**config.mk**
```make
export PLATFORM = sky130hd
export DESIGN_NAME = adc_status_test_regs
export DESIGN_NICKNAME = d
export VERILOG_FILES = /design/src/adc_status_pkg.sv /design/src/adc_channel_decode.sv /design/src/adc_status_test_regs.sv
export SDC_FILE = /design/constraint.sdc
export NUM_CORES = 1
export LEC_CHECK = 0
export ABC_AREA = 1
export BUFFER_PORTS_ARGS = -buffer_cell sky130_fd_sc_hd__buf_2
export CAP_MARGIN = 0
export CORE_ASPECT_RATIO = 1.2
export CORE_MARGIN = 3
export CORE_UTILIZATION = 55
export CTS_CLUSTER_DIAMETER = 60
export DETAILED_ROUTE_END_ITERATION = 6
export PLACE_DENSITY = 0.83
export SLEW_MARGIN = 20
export SYNTH_ARGS = -nofsm -noshare
export SYNTH_HDL_FRONTEND = slang
export SYNTH_SLANG_ARGS = --single-unit
```
**constraint.sdc**
```tcl
create_clock -name clk -period 3.3 [get_ports clk]
set_input_delay 0.165 -clock clk [delete_from_list [all_inputs] [get_ports clk]]
set_output_delay 0.165 -clock clk [all_outputs]
set_load 0.02 [all_outputs]
```
**src/adc_status_pkg.sv**
```systemverilog
// Functional notes
// - set sequence done flag per finished sequence
// - clear done: write one, start write, fast read
// - edge mode: trigger during sequence sets overrun
// - clear overrun: write one, abort, start write
// - result over unread done flag sets overwrite
// - clear overwrite: write one or new start
// - three bit read only pointer names result
// - non fifo: pointer zeroed at start, end
// - pointer wraps from seven to zero
// - control write or abort zeroes pointer always
// - reserved test zero writable only special mode
// - special enable turns code into internal source
// - codes 100,101,110 pick high, low, mid reference
// - test one bits seven, six read undefined
// - per position done flag set per conversion
// - scan setting repeats sequences or runs once
package adc_status_pkg;

  localparam int RESULT_W = 10;
  localparam int NUM_RESULTS = 8;
  localparam int PTR_W = 3;

  typedef logic [5:0] regIndex_t;
  // printed offsets are register indexes; byte address is index times four
  localparam regIndex_t IDX_CTL2 = 6'h02;
  localparam regIndex_t IDX_CTL3 = 6'h03;
  localparam regIndex_t IDX_CTL4 = 6'h04;
  localparam regIndex_t IDX_CTL5 = 6'h05;
  localparam regIndex_t IDX_STATUS0 = 6'h06;
  localparam regIndex_t IDX_TEST0 = 6'h08;
  localparam regIndex_t IDX_TEST1 = 6'h09;
  localparam regIndex_t IDX_CONV_DONE = 6'h0b;
  localparam regIndex_t IDX_IRQ_STATUS = 6'h0c;
  localparam regIndex_t IDX_IRQ_MASK = 6'h0d;
  localparam regIndex_t IDX_RESULT_BASE = 6'h10;
  localparam regIndex_t IDX_RESULT_LAST = 6'h17;

  localparam int STAT_SEQ_DONE_BIT = 7;
  localparam int STAT_TRIG_OVR_BIT = 5;
  localparam int STAT_OVERWRITE_BIT = 4;

  localparam int CTL2_FAST_CLEAR_BIT = 6;
  localparam int CTL2_TRIG_LEVEL_BIT = 4;
  localparam int CTL2_TRIG_POL_BIT = 3;
  localparam int CTL2_TRIG_EN_BIT = 2;
  localparam int CTL3_FIFO_BIT = 2;
  localparam int CTL5_SCAN_BIT = 5;
  localparam int TEST1_SPECIAL_BIT = 0;

  localparam int IRQ_W = 3;
  localparam int IRQ_SEQ_DONE = 0;
  localparam int IRQ_TRIG_OVR = 1;
  localparam int IRQ_OVERWRITE = 2;

  localparam logic [7:0] CTL_RESET = 8'h00;
  localparam logic [7:0] TEST_RESET = 8'h00;
  localparam logic [IRQ_W-1:0] MASK_RESET = 3'h0;

  localparam logic [1:0] RESP_OKAY = 2'h0;
  localparam logic [1:0] RESP_SLVERR = 2'h2;

  typedef enum logic [2:0] {
    SRC_EXTERNAL = 3'h0,
    SRC_REF_HIGH = 3'h1,
    SRC_REF_LOW = 3'h3,
    SRC_REF_MID = 3'h2,
    SRC_RESERVED = 3'h6
  } source_e;

  typedef struct packed {
    source_e source;
    logic [2:0] channel;
  } analogSelect_s;

  typedef struct packed {
    logic valid;
    logic [RESULT_W-1:0] data;
  } convResult_s;

endpackage

```
**src/adc_channel_decode.sv**
```systemverilog
`timescale 1ns/1ns
module adc_channel_decode
  import adc_status_pkg::*;
(
  input wire logic specialEnable,
  input wire logic [2:0] channelSelectCode,
  output analogSelect_s select
);

  always_comb begin
    select.channel = channelSelectCode;
    if (!specialEnable) begin
      select.source = SRC_EXTERNAL;
    end else begin
      case (channelSelectCode)
        3'h4: select.source = SRC_REF_HIGH;
        3'h5: select.source = SRC_REF_LOW;
        3'h6: select.source = SRC_REF_MID;
        default: select.source = SRC_RESERVED;
      endcase
    end
  end

endmodule // adc_channel_decode

```
**src/adc_status_test_regs.sv**
```systemverilog
// Implementation choice: register access over AXI4-Lite.
`timescale 1ns/1ns
module adc_status_test_regs
  import adc_status_pkg::*;
#(
  parameter int RESULTS = NUM_RESULTS
) (
  input wire logic clk,
  input wire logic reset_n,
  input wire logic [7:0] s_axi_awaddr,
  input wire logic s_axi_awvalid,
  output logic s_axi_awready,
  input wire logic [31:0] s_axi_wdata,
  input wire logic [3:0] s_axi_wstrb,
  input wire logic s_axi_wvalid,
  output logic s_axi_wready,
  output logic [1:0] s_axi_bresp,
  output logic s_axi_bvalid,
  input wire logic s_axi_bready,
  input wire logic [7:0] s_axi_araddr,
  input wire logic s_axi_arvalid,
  output logic s_axi_arready,
  output logic [31:0] s_axi_rdata,
  output logic [1:0] s_axi_rresp,
  output logic s_axi_rvalid,
  input wire logic s_axi_rready,
  input wire logic specialMode,
  input wire logic extTrigger,
  input wire logic seqActive,
  input wire logic seqEnd,
  input wire convResult_s convResult,
  output logic seqStart,
  output logic seqAbort,
  output logic scanMode,
  output logic fifoMode,
  output analogSelect_s analogSelect,
  output logic irq
);

  // bus state
  logic awHeld_q, awHeld_d;
  logic wHeld_q, wHeld_d;
  logic [7:0] awAddr_q, awAddr_d;
  logic [7:0] wData_q, wData_d;
  logic wLane_q, wLane_d;
  logic awReady_q, awReady_d;
  logic wReady_q, wReady_d;
  logic bValid_q, bValid_d;
  logic [1:0] bResp_q, bResp_d;
  logic arReady_q, arReady_d;
  logic rValid_q, rValid_d;
  logic [31:0] rData_q, rData_d;
  logic [1:0] rResp_q, rResp_d;

  // core state
  logic [7:0] ctl2_q, ctl2_d, ctl3_q, ctl3_d, ctl4_q, ctl4_d, ctl5_q, ctl5_d;
  logic [7:0] test0_q, test0_d, test1_q, test1_d;
  logic seqDoneFlag_q, seqDoneFlag_d;
  logic trigOverrunFlag_q, trigOverrunFlag_d;
  logic overwriteFlag_q, overwriteFlag_d;
  logic [PTR_W-1:0] convPointer_q, convPointer_d;
  logic [RESULTS-1:0] convDoneFlag_q, convDoneFlag_d;
  logic doneReadArmed_q, doneReadArmed_d;
  logic [RESULT_W-1:0] results_q [RESULTS];
  logic [RESULT_W-1:0] results_d [RESULTS];
  logic [IRQ_W-1:0] irqStatus_q, irqStatus_d, irqMask_q, irqMask_d;
  logic [2:0] trigSync_q, trigSync_d;
  logic seqStart_q, seqStart_d, seqAbort_q, seqAbort_d;
  logic irq_q, irq_d;
  analogSelect_s analogSelect_q, analogSelectNext;

  // decoded bus events
  logic wrEn, rdEn;
  regIndex_t wrIdx, rdIdx;
  logic wrHit, rdHit;
  logic [31:0] rdValue;
  logic rdResult, rdConvDone, rdIrqStatus;
  logic [PTR_W-1:0] rdResultSel;

  // core events
  logic wrCtl2, wrCtl3, wrCtl4, wrCtl5, wrStatus, abortWrite;
  logic trigEdge, trigLevel, trigStart, anyStart;
  logic fastClear, edgeMode;
  logic overwriteEvent, trigOverrunEvent;
  logic [IRQ_W-1:0] irqEvents;

  assign fastClear = ctl2_q[CTL2_FAST_CLEAR_BIT];
  assign edgeMode = !ctl2_q[CTL2_TRIG_LEVEL_BIT];

  adc_channel_decode channelDecode (
    .specialEnable(test1_q[TEST1_SPECIAL_BIT]),
    .channelSelectCode(ctl5_q[2:0]),
    .select(analogSelectNext)
  );

  // ---------------- AXI4-Lite slave ----------------
  assign wrEn = awHeld_q && wHeld_q && !bValid_q;
  assign wrIdx = awAddr_q[7:2];
  assign rdEn = s_axi_arvalid && arReady_q;
  assign rdIdx = s_axi_araddr[7:2];
  assign rdResult = rdEn && rdIdx >= IDX_RESULT_BASE && rdIdx <= IDX_RESULT_LAST;
  assign rdResultSel = rdIdx[PTR_W-1:0];
  assign rdConvDone = rdEn && rdIdx == IDX_CONV_DONE;
  assign rdIrqStatus = rdEn && rdIdx == IDX_IRQ_STATUS;

  always_comb begin
    wrHit = 1'b1;
    case (wrIdx)
      IDX_CTL2, IDX_CTL3, IDX_CTL4, IDX_CTL5, IDX_STATUS0, IDX_TEST0, IDX_TEST1,
      IDX_IRQ_MASK, IDX_CONV_DONE, IDX_IRQ_STATUS: wrHit = 1'b1;
      default: wrHit = wrIdx >= IDX_RESULT_BASE && wrIdx <= IDX_RESULT_LAST;
    endcase
  end

  always_comb begin
    rdHit = 1'b1;
    rdValue = 32'h0;
    case (rdIdx)
      IDX_CTL2: rdValue[7:0] = ctl2_q;
      IDX_CTL3: rdValue[7:0] = ctl3_q;
      IDX_CTL4: rdValue[7:0] = ctl4_q;
      IDX_CTL5: rdValue[7:0] = ctl5_q;
      IDX_STATUS0: begin
        rdValue[STAT_SEQ_DONE_BIT] = seqDoneFlag_q;
        rdValue[STAT_TRIG_OVR_BIT] = trigOverrunFlag_q;
        rdValue[STAT_OVERWRITE_BIT] = overwriteFlag_q;
        rdValue[PTR_W-1:0] = convPointer_q;
      end
      // content is not guaranteed; the stored byte is returned
      IDX_TEST0: rdValue[7:0] = test0_q;
      IDX_TEST1: rdValue[7:0] = test1_q;
      IDX_CONV_DONE: rdValue[RESULTS-1:0] = convDoneFlag_q;
      IDX_IRQ_STATUS: rdValue[IRQ_W-1:0] = irqStatus_q;
      IDX_IRQ_MASK: rdValue[IRQ_W-1:0] = irqMask_q;
      default: begin
        rdHit = rdIdx >= IDX_RESULT_BASE && rdIdx <= IDX_RESULT_LAST;
        if (rdHit) begin
          rdValue[RESULT_W-1:0] = results_q[rdResultSel];
        end
      end
    endcase
  end

  always_comb begin
    awHeld_d = awHeld_q;
    wHeld_d = wHeld_q;
    awAddr_d = awAddr_q;
    wData_d = wData_q;
    wLane_d = wLane_q;
    awReady_d = awReady_q;
    wReady_d = wReady_q;
    bValid_d = bValid_q;
    bResp_d = bResp_q;
    arReady_d = arReady_q;
    rValid_d = rValid_q;
    rData_d = rData_q;
    rResp_d = rResp_q;
    if (s_axi_awvalid && awReady_q) begin
      awHeld_d = 1'b1;
      awAddr_d = s_axi_awaddr;
      awReady_d = 1'b0;
    end
    if (s_axi_wvalid && wReady_q) begin
      wHeld_d = 1'b1;
      wData_d = s_axi_wdata[7:0];
      wLane_d = s_axi_wstrb[0];
      wReady_d = 1'b0;
    end
    if (wrEn) begin
      bValid_d = 1'b1;
      bResp_d = wrHit ? RESP_OKAY : RESP_SLVERR;
      awHeld_d = 1'b0;
      wHeld_d = 1'b0;
    end
    if (bValid_q && s_axi_bready) begin
      bValid_d = 1'b0;
      awReady_d = 1'b1;
      wReady_d = 1'b1;
    end
    if (rdEn) begin
      arReady_d = 1'b0;
      rValid_d = 1'b1;
      rData_d = rdValue;
      rResp_d = rdHit ? RESP_OKAY : RESP_SLVERR;
    end
    if (rValid_q && s_axi_rready) begin
      rValid_d = 1'b0;
      arReady_d = 1'b1;
    end
  end

  always_ff @(posedge clk or negedge reset_n) begin
    if (!reset_n) begin
      awHeld_q <= 1'b0;
      wHeld_q <= 1'b0;
      awAddr_q <= 8'h00;
      wData_q <= 8'h00;
      wLane_q <= 1'b0;
      awReady_q <= 1'b1;
      wReady_q <= 1'b1;
      bValid_q <= 1'b0;
      bResp_q <= RESP_OKAY;
      arReady_q <= 1'b1;
      rValid_q <= 1'b0;
      rData_q <= 32'h0;
      rResp_q <= RESP_OKAY;
    end else begin
      awHeld_q <= awHeld_d;
      wHeld_q <= wHeld_d;
      awAddr_q <= awAddr_d;
      wData_q <= wData_d;
      wLane_q <= wLane_d;
      awReady_q <= awReady_d;
      wReady_q <= wReady_d;
      bValid_q <= bValid_d;
      bResp_q <= bResp_d;
      arReady_q <= arReady_d;
      rValid_q <= rValid_d;
      rData_q <= rData_d;
      rResp_q <= rResp_d;
    end
  end

  // ---------------- converter status core ----------------
  // a write without byte lane zero carries no register data and has no side effect
  assign wrCtl2 = wrEn && wLane_q && wrIdx == IDX_CTL2;
  assign wrCtl3 = wrEn && wLane_q && wrIdx == IDX_CTL3;
  assign wrCtl4 = wrEn && wLane_q && wrIdx == IDX_CTL4;
  assign wrCtl5 = wrEn && wLane_q && wrIdx == IDX_CTL5;
  assign wrStatus = wrEn && wLane_q && wrIdx == IDX_STATUS0;
  assign abortWrite = wrCtl2 || wrCtl3 || wrCtl4;

  // change counts when stage two differs from stage three and matches the polarity
  assign trigEdge = (trigSync_q[1] != trigSync_q[2])
      && (trigSync_q[1] == ctl2_q[CTL2_TRIG_POL_BIT]);
  assign trigLevel = trigSync_q[2] == ctl2_q[CTL2_TRIG_POL_BIT];
  assign trigStart = ctl2_q[CTL2_TRIG_EN_BIT] && !seqActive && !seqStart_q
      && (edgeMode ? trigEdge : trigLevel);
  assign anyStart = wrCtl5 || trigStart;
  assign trigOverrunEvent = ctl2_q[CTL2_TRIG_EN_BIT] && edgeMode && trigEdge
      && seqActive;
  assign overwriteEvent = convResult.valid && convDoneFlag_q[convPointer_q];
  assign irqEvents = {overwriteEvent, trigOverrunEvent, seqEnd};

  always_comb begin
    ctl2_d = ctl2_q;
    ctl3_d = ctl3_q;
    ctl4_d = ctl4_q;
    ctl5_d = ctl5_q;
    test0_d = test0_q;
    test1_d = test1_q;
    irqMask_d = irqMask_q;
    seqDoneFlag_d = seqDoneFlag_q;
    trigOverrunFlag_d = trigOverrunFlag_q;
    overwriteFlag_d = overwriteFlag_q;
    convPointer_d = convPointer_q;
    convDoneFlag_d = convDoneFlag_q;
    doneReadArmed_d = doneReadArmed_q;
    results_d = results_q;
    trigSync_d = {trigSync_q[1:0], extTrigger};
    seqStart_d = anyStart;
    seqAbort_d = abortWrite;

    if (wrCtl2) ctl2_d = wData_q;
    if (wrCtl3) ctl3_d = wData_q;
    if (wrCtl4) ctl4_d = wData_q;
    if (wrCtl5) ctl5_d = wData_q;
    if (wrEn && wLane_q && wrIdx == IDX_TEST0 && specialMode) test0_d = wData_q;
    // upper bits are kept as written; software owns keeping them zero
    if (wrEn && wLane_q && wrIdx == IDX_TEST1) test1_d = wData_q;
    if (wrEn && wLane_q && wrIdx == IDX_IRQ_MASK) irqMask_d = wData_q[IRQ_W-1:0];

    // clears first, hardware sets last so a coincident event survives
    if ((wrStatus && wData_q[STAT_SEQ_DONE_BIT]) || wrCtl5
        || (fastClear && rdResult)) begin
      seqDoneFlag_d = 1'b0;
    end
    if ((wrStatus && wData_q[STAT_TRIG_OVR_BIT]) || abortWrite || wrCtl5) begin
      trigOverrunFlag_d = 1'b0;
    end
    if ((wrStatus && wData_q[STAT_OVERWRITE_BIT]) || anyStart) begin
      overwriteFlag_d = 1'b0;
    end

    if (rdConvDone) doneReadArmed_d = 1'b1;
    if (rdResult && (fastClear || doneReadArmed_q)) begin
      convDoneFlag_d[rdResultSel] = 1'b0;
      doneReadArmed_d = 1'b0;
    end
    if (wrCtl5) convDoneFlag_d = '0;

    // pointer: status writes never reach it
    if (abortWrite || wrCtl5) begin
      convPointer_d = '0;
    end else if (trigStart && !fifoMode) begin
      convPointer_d = '0;
    end else if (convResult.valid) begin
      results_d[convPointer_q] = convResult.data;
      convDoneFlag_d[convPointer_q] = 1'b1;
      convPointer_d = convPointer_q + 3'h1;
      if (seqEnd && !fifoMode) convPointer_d = '0;
    end else if (seqEnd && !fifoMode) begin
      convPointer_d = '0;
    end

    // with scan on, the sequencer repeats and each end lands here
    if (seqEnd) seqDoneFlag_d = 1'b1;
    if (trigOverrunEvent) trigOverrunFlag_d = 1'b1;
    if (overwriteEvent) overwriteFlag_d = 1'b1;

    irqStatus_d = irqStatus_q;
    if (rdIrqStatus) irqStatus_d = '0;
    irqStatus_d = irqStatus_d | irqEvents;
    irq_d = |(irqStatus_d & irqMask_d);
  end

  always_ff @(posedge clk or negedge reset_n) begin
    if (!reset_n) begin
      ctl2_q <= CTL_RESET;
      ctl3_q <= CTL_RESET;
      ctl4_q <= CTL_RESET;
      ctl5_q <= CTL_RESET;
      test0_q <= TEST_RESET;
      test1_q <= TEST_RESET;
      irqMask_q <= MASK_RESET;
      irqStatus_q <= '0;
      seqDoneFlag_q <= 1'b0;
      trigOverrunFlag_q <= 1'b0;
      overwriteFlag_q <= 1'b0;
      convPointer_q <= '0;
      convDoneFlag_q <= '0;
      doneReadArmed_q <= 1'b0;
      results_q <= '{default: '0};
      trigSync_q <= 3'h0;
      seqStart_q <= 1'b0;
      seqAbort_q <= 1'b0;
      irq_q <= 1'b0;
      analogSelect_q <= '{source: SRC_EXTERNAL, channel: 3'h0};
      scanMode <= 1'b0;
      fifoMode <= 1'b0;
    end else begin
      ctl2_q <= ctl2_d;
      ctl3_q <= ctl3_d;
      ctl4_q <= ctl4_d;
      ctl5_q <= ctl5_d;
      test0_q <= test0_d;
      test1_q <= test1_d;
      irqMask_q <= irqMask_d;
      irqStatus_q <= irqStatus_d;
      seqDoneFlag_q <= seqDoneFlag_d;
      trigOverrunFlag_q <= trigOverrunFlag_d;
      overwriteFlag_q <= overwriteFlag_d;
      convPointer_q <= convPointer_d;
      convDoneFlag_q <= convDoneFlag_d;
      doneReadArmed_q <= doneReadArmed_d;
      results_q <= results_d;
      trigSync_q <= trigSync_d;
      seqStart_q <= seqStart_d;
      seqAbort_q <= seqAbort_d;
      irq_q <= irq_d;
      analogSelect_q <= analogSelectNext;
      scanMode <= ctl5_d[CTL5_SCAN_BIT];
      fifoMode <= ctl3_d[CTL3_FIFO_BIT];
    end
  end

  assign s_axi_awready = awReady_q;
  assign s_axi_wready = wReady_q;
  assign s_axi_bvalid = bValid_q;
  assign s_axi_bresp = bResp_q;
  assign s_axi_arready = arReady_q;
  assign s_axi_rvalid = rValid_q;
  assign s_axi_rdata = rData_q;
  assign s_axi_rresp = rResp_q;
  assign seqStart = seqStart_q;
  assign seqAbort = seqAbort_q;
  assign analogSelect = analogSelect_q;
  assign irq = irq_q;

endmodule // adc_status_test_regs

```
==> out/qor.yml, run 1 <==
yosys:
  synth_cells: 1239
  yosysUniqueCellTypes: 41
  synth_top_area_share_pct: 49.25
  synth_area_um2: 9756
  seq_area_frac_synth_pct: 50.06
  yosysWarnings: 0
  syn_area_per_cell_um2: 7.874
  ys_seq_elements: 195
  synth_top_cell_by_area: "dfrtp_1"
  netlist_top_cells_area: "dfrtp_1, nand2_1, nor2_1, nand4_1, o21ai_0"
power_and_ir_drop:
  pwr_density_cell_nw_per_um2: 690.7
  ir_worst_vdd_mv: 0.4486
  p_leak_uw: 0.005644
detailed_routing:
  vias: 8828
  drtAntennaViolNets: 0
  viasPerCell: 5.785
  wl_um: 27000
  wire_per_inst_um: 17.69
  drc: 0
  drt_iter0_markers: 925
  first_pass_iters: 6
final_layout:
  regMostFlops: "results_q"
  area_growth_pct: 11.53
  layout-drive-gt1-share_pct: 12.29
  diodes: 0
  fin_area_um2: 10880
  instances_no_fill: 1526
  largest_reg_flops: 80
  nets: 1372
  nFillCells: 1418
clocking:
  clockBufferDepth: 2
  cts_tree: "built"
  htreeDepth: 4
  cts-root-buf: "clkbuf_16"
  clock_latency_ps: 440
  cts_buffers: 17
  cts_setup_buffers: 0
  path_clk_slew_ps: 70
  clock-sinks: 195
die:
  coreArea_um2: 17110
  fp.dieArea_um2: 19380
  placementRows: 52
  ios: 126
  die_x_um: 127.6
  die_h_um: 151.9
  initial_utilization_pct: 57.01
hold_path:
  hp-class: "in2reg"
grt:
  grt_pass1_vias: 8493
  grt-ovfl-total: 0
  track_usage_pct: 28.30
  antenna_found_initial: 0
  grt_max_degree: 100
  grt_pass1_wl_um: 43790
placement:
  gp_congestion: 0.9566
  dpl_cell_area_um2: 10030
  dp.final_hpwl_um: 17580
  io_buffers: 70
  dp.cells: 1468
sta:
  slew_headroom_pct: 40.78
  setup_violations: 0
  tightest_slew_ps: 888.2
  rsz0062_at_grt: "no"
  finalMaxSlewViolations: 0
  fin_crit_ps: 2227
  skew_ps: 13.12
  finalHoldViolations: 0
  period_share_pct: 67.48
  fmax_mhz: 449.0
  setup_tns_ps: 0
  hold_ws_ps: 64.71
worst_setup_path:
  critPathRequiredTime_ps: 3660
  path_max_fanout: 51
  worstPathArrival_ps: 2590
  reg2reg_slack_ps: 1070
  cp-end-kind: "flip-flop"
  crit_type: "reg2reg"
  critPathLaunchType: "flip-flop"
outcome:
  status: "completed"
job:
  maxCapViolCount: 0
-- path summary, 6_finish.rpt --
check | start | endpoint | cells past startpoint
max | awAddr_q[3] | results_q[1] | 9
min | convResult[9] | results_q[19] | 3
max reg2reg | awAddr_q[3] | results_q[1] | 9
min reg2reg | trigSync_q[0] | trigSync_q[1] | 0
max in group asynchronous | reset_n | s_axi_awready | 3
min in group asynchronous | reset_n | results_q[33] | 2
-- Yosys cell counts, drive strengths merged --
library cell and instances:
a21oi 12, and2 2, buf 56, clkbuf 38
clkinv 2, conb 1, dfrtp 192, dfstp 3
ha 1, inv 66, nand2 426, nand3 57
nand4 103, nor2 170, nor3 1, nor3b 1
o211ai 11, o21a 1, o21ai 86, o221ai 3
o22ai 2, o311ai 1, o31ai 1, or2 2
xor2 1
-- worst max-delay path: stages (launching register included) --
cell and delay, ps:
dfrtp_1 420, inv_2 80, nand2_1 80, nor2_2 60, nand3_4 290, nand3_2 210
nor2_8 440, buf_12 300, nand4_1 140, nand2_1 120
-- cell usage in the layout, fill, tap and decap left out, drive strengths merged, types with 2 or more instances in the layout --
cell,Yosys,final
nor2,170,170
clkinvlp,0,2
o211ai,11,11
bufinv,0,2
dlygate4sd3,0,26
a21oi,12,12
o21ai,86,86
nand3,57,57
or2,2,2
conb,1,24
buf,56,83
and2,2,2
dfrtp,192,192
o22ai,2,2
nand4,103,103
clkbuf,38,21
o221ai,3,3
inv,66,72
dfstp,3,3
nand2,426,426
clkinv,2,4
-- where the power goes --
group	switching (µW)	internal (µW)	leakage, µW
Sequential	456	3080	0.00255
Combinational	1250	623	0.00281
Clock	948	1150	0.000284
-- logic make-up (layout without fill, tap and decap cells) --
logic type               count (synthesis)  after routing  share of synthesized area [%]
AND/OR/NAND/NOR                        762            762                          34.69
flip-flops                             195            195                          50.06
buffers and inverters                  162            210                          8.478
AO/OA/AOI/OAI                          117            117                          6.515
adder cells (fa/ha/maj)                  1              1                         0.1282
other                                    1             24                        0.03844
XOR/XNOR                                 1              1                        0.08979
-- area by class of cell --
class                           instances  area (µm²)  share of cell area (%)
Clock inverter                         12       143.9                   1.322
Tap cell                              216       270.3                   2.484
Timing Repair Buffer                  110       749.5                   6.888
Multi-Input combinational cell        905        4131                   37.97
Sequential cell                       195        4883                   44.88
Clock buffer                           20       446.7                   4.105
Inverter                               68       255.2                   2.346
-- per-layer routing --
layer | vias up | GRT usage (%) | share of wire, %
met2 | 432 | 45.80 | 49
met3 | 80 | 5.829 | 8.0
met1 | 4222 | 35.57 | 38
met4 | 0 | 15.22 | 4.5
met5 | - | 0 | 0
li1 | 4094 | - | -
-- repair_timing --
item / in CTS / in global routing
hold endpoints to repair: 117 / 0
hold buffers: 26 / 0
resized for setup: 0 / 0
setup endpoints to repair: 0 / 0
-- metrics by stage --
step           worst slack [ps]  total power [µW]  utilization (%)
3_3_place_gp               1115              5270            58.61
3_5_place_dp               1079              5367            58.61
4_1_cts                    1086              7511            63.59
5_1_grt                   911.2              7940            63.59
6_report                   1073              7515            63.59
2_1_floorplan              1656              4788                -
(Power assumes the default switching activity.)
==> inputs of run 2 (changes only) <==
--- a/config.mk
+++ b/config.mk
@@ -5,12 +5,12 @@
 export SDC_FILE = /design/constraint.sdc
 export NUM_CORES = 1
 export LEC_CHECK = 0
-export ABC_AREA = 1
+export ABC_AREA = 0
 export BUFFER_PORTS_ARGS = -buffer_cell sky130_fd_sc_hd__buf_2
 export CAP_MARGIN = 0
 export CORE_ASPECT_RATIO = 1.2
 export CORE_MARGIN = 3
-export CORE_UTILIZATION = 55
+export CORE_UTILIZATION = 52
 export CTS_CLUSTER_DIAMETER = 60
 export DETAILED_ROUTE_END_ITERATION = 6
 export PLACE_DENSITY = 0.83
==> constraint.sdc (replaced) <==
create_clock -name clk -period 1.8 [get_ports clk]
set_input_delay 0.09 -clock clk [delete_from_list [all_inputs] [get_ports clk]]
set_output_delay 0.09 -clock clk [all_outputs]
set_load 0.02 [all_outputs]
==> out/qor.yml, run 2 <==
sta:
  period_share_pct: 115.7  # +48 points
  hold_ws_ps: 13.67  # -51.04 ps
  fin_crit_ps: 2083  # -144.1 ps
  setup_ws_ps: -282.9  # -1356 ps
  finalHoldViolations: 0  # unchanged
  finalMaxSlewViolations: 0  # unchanged
  setup_violations: 141  # +141
  setup_tns_ps: -30520  # -30520 ps
  rsz0062_at_grt: "yes"
  skew_ps: 15.53  # +2.406 ps
  fmax_mhz: 480.1  # +6.9%
clocking:
  cts_buffers: 17  # unchanged
  clockBufferDepth: 2  # unchanged
  htreeDepth: 4  # unchanged
  clock-sinks: 195  # unchanged
  cts_tree: "built"
  clock_latency_ps: 450  # about the same
  cts-root-buf: "clkbuf_16"
  path_clk_slew_ps: 70  # about the same
worst_setup_path:
  r2r_start: "awAddr_q[6]"
  worstPathArrival_ps: 2420  # -170 ps
  path_max_fanout: 9  # -82%
  r2r-end: "results_q[7]"
  crit_type: "reg2reg"
  reg2reg_slack_ps: -280  # -1360 ps
  cp-end-kind: "flip-flop"
  cp-endpoint: "results_q[7]"
  reg2reg_depth: 6  # -3
  critPathRequiredTime_ps: 2130  # -1530 ps
  critPathLaunchType: "flip-flop"
  startpoint: "awAddr_q[6]"
grt:
  antenna_found_initial: 0  # unchanged
  grt_max_degree: 55  # -45%
  grt_pass1_wl_um: 38340  # -12%
  grt-ovfl-total: 0  # unchanged
  grt_pass1_vias: 6923  # -18%
  track_usage_pct: 25.27  # -3.0 points
yosys:
  netlist_top_cells_area: "dfrtp_1, mux2_2, mux4_2, mux2i_1, buf_4"
  ys_top_cells_by_count: "dfrtp_1, mux2_2, nand2_1, buf_4, mux2i_1"
  seq_area_frac_synth_pct: 52.69  # +2.6 points
  syn_area_per_cell_um2: 13.13  # +67%
  synth_top_area_share_pct: 51.84  # +2.6 points
  synth_area_um2: 9268  # -5.0%
  synth_cells: 706  # -43%
  ys_seq_elements: 195  # unchanged
  synth_flop_cell: "dfrtp_1"
  yosysWarnings: 0  # unchanged
  synthArstFlopShare_pct: 100.0  # unchanged
  yosysUniqueCellTypes: 71  # +73%
  synth_top_cell_by_area: "dfrtp_1"
  synth_edf_count: 0  # unchanged
  synth_most_common_cell: "dfrtp_1"
power_and_ir_drop:
  p_comb_share_pct: 27.3  # +2.4 points
  p_leak_uw: 0.005878  # +4.2%
  p_seq_share_pct: 46.1  # -1.0 points
  ir_worst_vdd_mv: 0.7360  # +64%
  p_switching_uw: 4324  # +63%
  pwr_density_cell_nw_per_um2: 1133  # +64%
  intPower_uw: 9276  # +91%
  pwr-share-clk_pct: 26.6  # -1.4 points
  p_sw_share_pct: 31.80  # -3.5 points
final_layout:
  multi_input_area_um2: 4551  # +10%
  regArea_um2: 4885  # about the same
  utilization_pct: 69.89  # +6.3 points
  area_growth_pct: 29.54
  layout-drive-gt1-share_pct: 44.99  # +33 points
  largest_reg_flops: 80  # unchanged
  final_common_cell: "dfrtp_1"
  layout_common_cells: "dfrtp_1, mux2_4, buf_2"
  instances_no_fill: 1114  # -27%
  fin_area_um2: 12010  # +10%
  nFillCells: 1115  # -21%
  diodes: 0  # unchanged
  regMostFlops: "results_q"
  nets: 960  # -30%
die:
  die_h_um: 152.2  # +0.23%
  fp.dieArea_um2: 19470  # +0.45%
  ios: 126  # unchanged
  initial_utilization_pct: 53.96  # -3.1 points
  coreArea_um2: 17180  # +0.38%
  die_x_um: 127.9  # +0.23%
  placementRows: 52  # unchanged
detailed_routing:
  wire_per_inst_um: 23.08  # +30%
  first_pass_iters: 6  # unchanged
  drtAntennaViolNets: 0  # unchanged
  wl_um: 25710  # -4.8%
  drt_iter0_markers: 495  # -46%
  viasPerCell: 6.013  # +3.9%
  vias: 6698  # -24%
  drc: 0  # unchanged
placement:
  gp_congestion: 0.8912  # -6.8%
  dpl_cell_area_um2: 10370  # +3.4%
  dp.final_hpwl_um: 16070  # -8.6%
  io_buffers: 70  # unchanged
  dp.cells: 1031  # -30%
outcome:
  violations: "setup timing"
  status: "finished with violations"
hold_path:
  whs_path_depth: 2  # -1
  hp-class: "in2reg"
  min_from: "convResult[7]"
job:
  maxCapViolCount: 0  # unchanged
[run 2: through the flow]
stage / power, µW / setup slack (ps)
final: 13600 / -282.9
after global routing: 14150 / -314.6
after CTS: 13220 / -259.9
after detailed placement: 9224 / -254.9
after global placement: 9044 / -216.7
after floorplan: 7990 / -178.8
[run 2: critical path, cell delays in order (launching register included)]
cell,delay [ps]
dfrtp_1,400
or4b_4,570
nor2_8,170
nand2_8,140
nand4bb_4,180
clkbuf_16,170
mux2_2,320
[run 2: cell type report]
class	count	area share [%]
sequential	195	40.69
multi-input combinational	463	37.91
timing repair buffer	197	14.15
clock buffer	22	4.033
tap	216	2.251
clock inverter	10	0.6253
inverter	11	0.3439
[run 2: logic make-up (layout without fill, tap and decap cells)]
family                   Yosys count  count (layout)  share of synthesized area, %
other                              1              24                       0.04046
multiplexers                     200             200                         26.02
AND/OR/NAND/NOR                  138             139                         8.992
AO/OA/AOI/OAI                     96              96                         6.980
buffers and inverters             72             240                         4.860
flip-flops                       195             195                         52.69
adder cells (fa/ha/maj)            1               1                        0.1350
XOR/XNOR                           3               3                        0.2836
[run 2: how the worst min path moves through the flow]
stage	endpoint	slack [ps]
CTS	results_q[40]	0.9
global placement	s_axi_bvalid	80
floorplan	analogSelect[0]	-210
detailed placement	s_axi_bvalid	80
finish	results_q[17]	10
global route	results_q[17]	20
[run 2: metal layers]
layer  up-vias  GRT usage (%)  share of wire [%]
li1       2879              -                  -
met1      3392          31.71                 38
met5         -              0                  0
met4         0          8.948                3.9
met3        87          4.909                6.5
met2       340          43.43                 52
[run 2: power by group through the flow]
stage	combinational [µW]	sequential (µW)	clock (µW)
2_1_floorplan	1870	6120	0
3_3_place_gp	2890	6160	0
3_5_place_dp	3000	6230	0
4_1_cts	3390	6180	3650
5_1_grt	3960	6350	3830
6_report	3710	6270	3620
[run 2: what timing repair did]
action                                  in CTS  in global routing
pin swaps                                    6                 15
hold endpoints to repair                   109                  0
setup buffers                                4                 12
gates cloned                                 1                  2
endpoints found under the setup margin     132                144
hold buffers                                32                  0
resized for setup                           69                 68
==> inputs of run 3 (changes only) <==
--- a/config.mk
+++ b/config.mk
@@ -13,7 +13,8 @@
 export CORE_UTILIZATION = 52
 export CTS_CLUSTER_DIAMETER = 60
 export DETAILED_ROUTE_END_ITERATION = 6
-export PLACE_DENSITY = 0.83
+export GPL_ROUTABILITY_DRIVEN = 1
+export PLACE_DENSITY = 0.76
 export SLEW_MARGIN = 20
 export SYNTH_ARGS = -nofsm -noshare
 export SYNTH_HDL_FRONTEND = slang
==> out/qor.yml, run 3 (synthesized netlist as in run 2, its figures left out) <==
worst_setup_path:
  worstPathArrival_ps: 2380  # -40 ps
  critPathLaunchType: "flip-flop"
  crit_type: "reg2reg"
  cp-endpoint: "ctl2_q[4]"
  r2r_start: "awAddr_q[5]"
  cp-end-kind: "flip-flop"
  r2r-end: "ctl2_q[4]"
  reg2reg_depth: 6  # unchanged
  reg2reg_slack_ps: -250  # +30 ps
  startpoint: "awAddr_q[5]"
  critPathRequiredTime_ps: 2120  # about the same
  path_max_fanout: 8  # -1
power_and_ir_drop:
  p_switching_uw: 4213  # -2.6%
  p_leak_uw: 0.005751  # -2.2%
  intPower_uw: 9409  # +1.4%
  p_seq_share_pct: 45.4  # -0.7 points
  p_total_uw: 13620  # +0.16%
  pwr_density_cell_nw_per_um2: 1156  # +2.0%
  p_sw_share_pct: 30.93  # -0.87 points
  pwr-share-clk_pct: 27.8  # +1.2 points
  ir_worst_vdd_mv: 0.7366  # about the same
  p_comb_share_pct: 26.8  # -0.5 points
final_layout:
  layout-drive-gt1-share_pct: 43.63  # -1.4 points
  nFillCells: 1162  # +4.2%
  regMostFlops: "results_q"
  layout_common_cells: "dfrtp_1, mux2_4, mux2_2"
  fin_area_um2: 11790  # -1.8%
  instances_no_fill: 1103  # -0.99%
  area_growth_pct: 27.19
  nets: 949  # -1.1%
  largest_reg_flops: 80  # unchanged
  final_common_cell: "dfrtp_1"
  diodes: 0  # unchanged
sta:
  finalMaxSlewViolations: 0  # unchanged
  hold_ws_ps: 3.877  # -9.791 ps
  tightest_slew_ps: 547.0
  slew_headroom_pct: 63.53
  setup_ws_ps: -251.5  # +31.38 ps
  finalHoldViolations: 0  # unchanged
  setup_violations: 130  # -7.8%
  rsz0062_at_grt: "yes"
  fmax_mhz: 487.4  # +1.5%
  period_share_pct: 114.0  # -1.7 points
  fin_crit_ps: 2052  # -31.38 ps
  skew_ps: 9.367  # -6.161 ps
die:
  coreArea_um2: 17180  # unchanged
  die_h_um: 152.2  # unchanged
  ios: 126  # unchanged
  initial_utilization_pct: 53.96  # unchanged
  placementRows: 52  # unchanged
  fp.dieArea_um2: 19470  # unchanged
  die_x_um: 127.9  # unchanged
grt:
  grt_max_degree: 64  # +16%
  grt_pass1_wl_um: 37340  # -2.6%
  grt_pass1_vias: 6972  # +0.71%
  grt-ovfl-total: 0  # unchanged
  track_usage_pct: 24.54  # -0.73 points
  antenna_found_initial: 0  # unchanged
clocking:
  clock_latency_ps: 440  # about the same
  clockBufferDepth: 2  # unchanged
  cts_buffers: 17  # unchanged
  clock-sinks: 195  # unchanged
  path_clk_slew_ps: 70  # about the same
  htreeDepth: 4  # unchanged
  cts-root-buf: "clkbuf_16"
  cts_tree: "built"
job:
  maxCapViolCount: 0  # unchanged
placement:
  dpl_cell_area_um2: 10410  # +0.34%
  dp_slack_ps: -208.9  # +45.99 ps
  dp.final_hpwl_um: 16830  # +4.7%
  io_buffers: 70  # unchanged
  gp_congestion: 0.9558  # +7.2%
  dp.cells: 1034  # +0.29%
detailed_routing:
  drtAntennaViolNets: 0  # unchanged
  drc: 0  # unchanged
  drt_iter0_markers: 507  # +2.4%
  first_pass_iters: 5  # -1
  wire_per_inst_um: 22.20  # -3.8%
  viasPerCell: 5.911  # -1.7%
  vias: 6520  # -2.7%
  wl_um: 24490  # -4.8%
outcome:
  status: "finished with violations"
  violations: "setup timing"
hold_path:
  hp-class: "in2reg"
-- run 3: worst min-delay path by stage --
stage	startpoint	end	slack, ps	cells past startpoint
final	convResult[1]	results_q[31]	4	2
after global routing	convResult[10]	convPointer_q[0]	20	3
after CTS	convResult[1]	results_q[31]	0.7	2
after detailed placement	reset_n	awAddr_q[5]	120	1
after global placement	reset_n	awAddr_q[5]	110	1
after floorplan	reset_n	analogSelect[0]	-210	0
-- run 3: per-layer routing --
metal | vias to the layer above | wire length, µm | GRT usage (%) | share of wire [%]
met1 | 3356 | 9745 | 30.16 | 40
li1 | 2873 | - | - | -
met2 | 218 | 12720 | 42.31 | 52
met3 | 73 | 1099 | 4.593 | 4.5
met4 | 0 | 920 | 10.06 | 3.8
met5 | - | 0 | 0 | 0
-- run 3: area by class of cell --
type	count	area, µm²	area share, %
clock buffer	20	456.7	3.874
tap	216	270.3	2.293
clock inverter	12	132.6	1.125
inverter	11	41.29	0.3503
sequential	195	4885	41.44
timing repair buffer	186	1538	13.05
multi-input combinational	463	4464	37.87
-- run 3: power by group through the flow --
stage	registers, µW	logic (µW)	clock network [µW]
3_3_place_gp	6130	3070	0
4_1_cts	6130	3330	3840
6_report	6180	3650	3790
5_1_grt	6280	3900	3990
2_1_floorplan	6120	1870	0
3_5_place_dp	6200	3190	0
-- run 3: stage by stage --
stage / util (%) / TNS (ps)
floorplan: - / -14550
global placement: 60.58 / -14930
detailed placement: 60.58 / -19060
CTS: 66.08 / -19810
global route: 68.63 / -29300
finish: 68.63 / -22210
-- run 3: worst max-delay path, cell delays in order, from the launching register on --
cell and delay, ps:
dfrtp_1 380, or4b_4 580, nor2_8 150, buf_4 150, nand2_4 50, nor2_4 250
mux2_2 380
-- run 3: repair_timing --
action	CTS	global route
buffers inserted	1	3
pin swaps	2	4
endpoints found under the setup margin	123	143
hold buffers	32	0
endpoints found under the hold margin	107	0
gates cloned	1	0
resized for setup	4	95
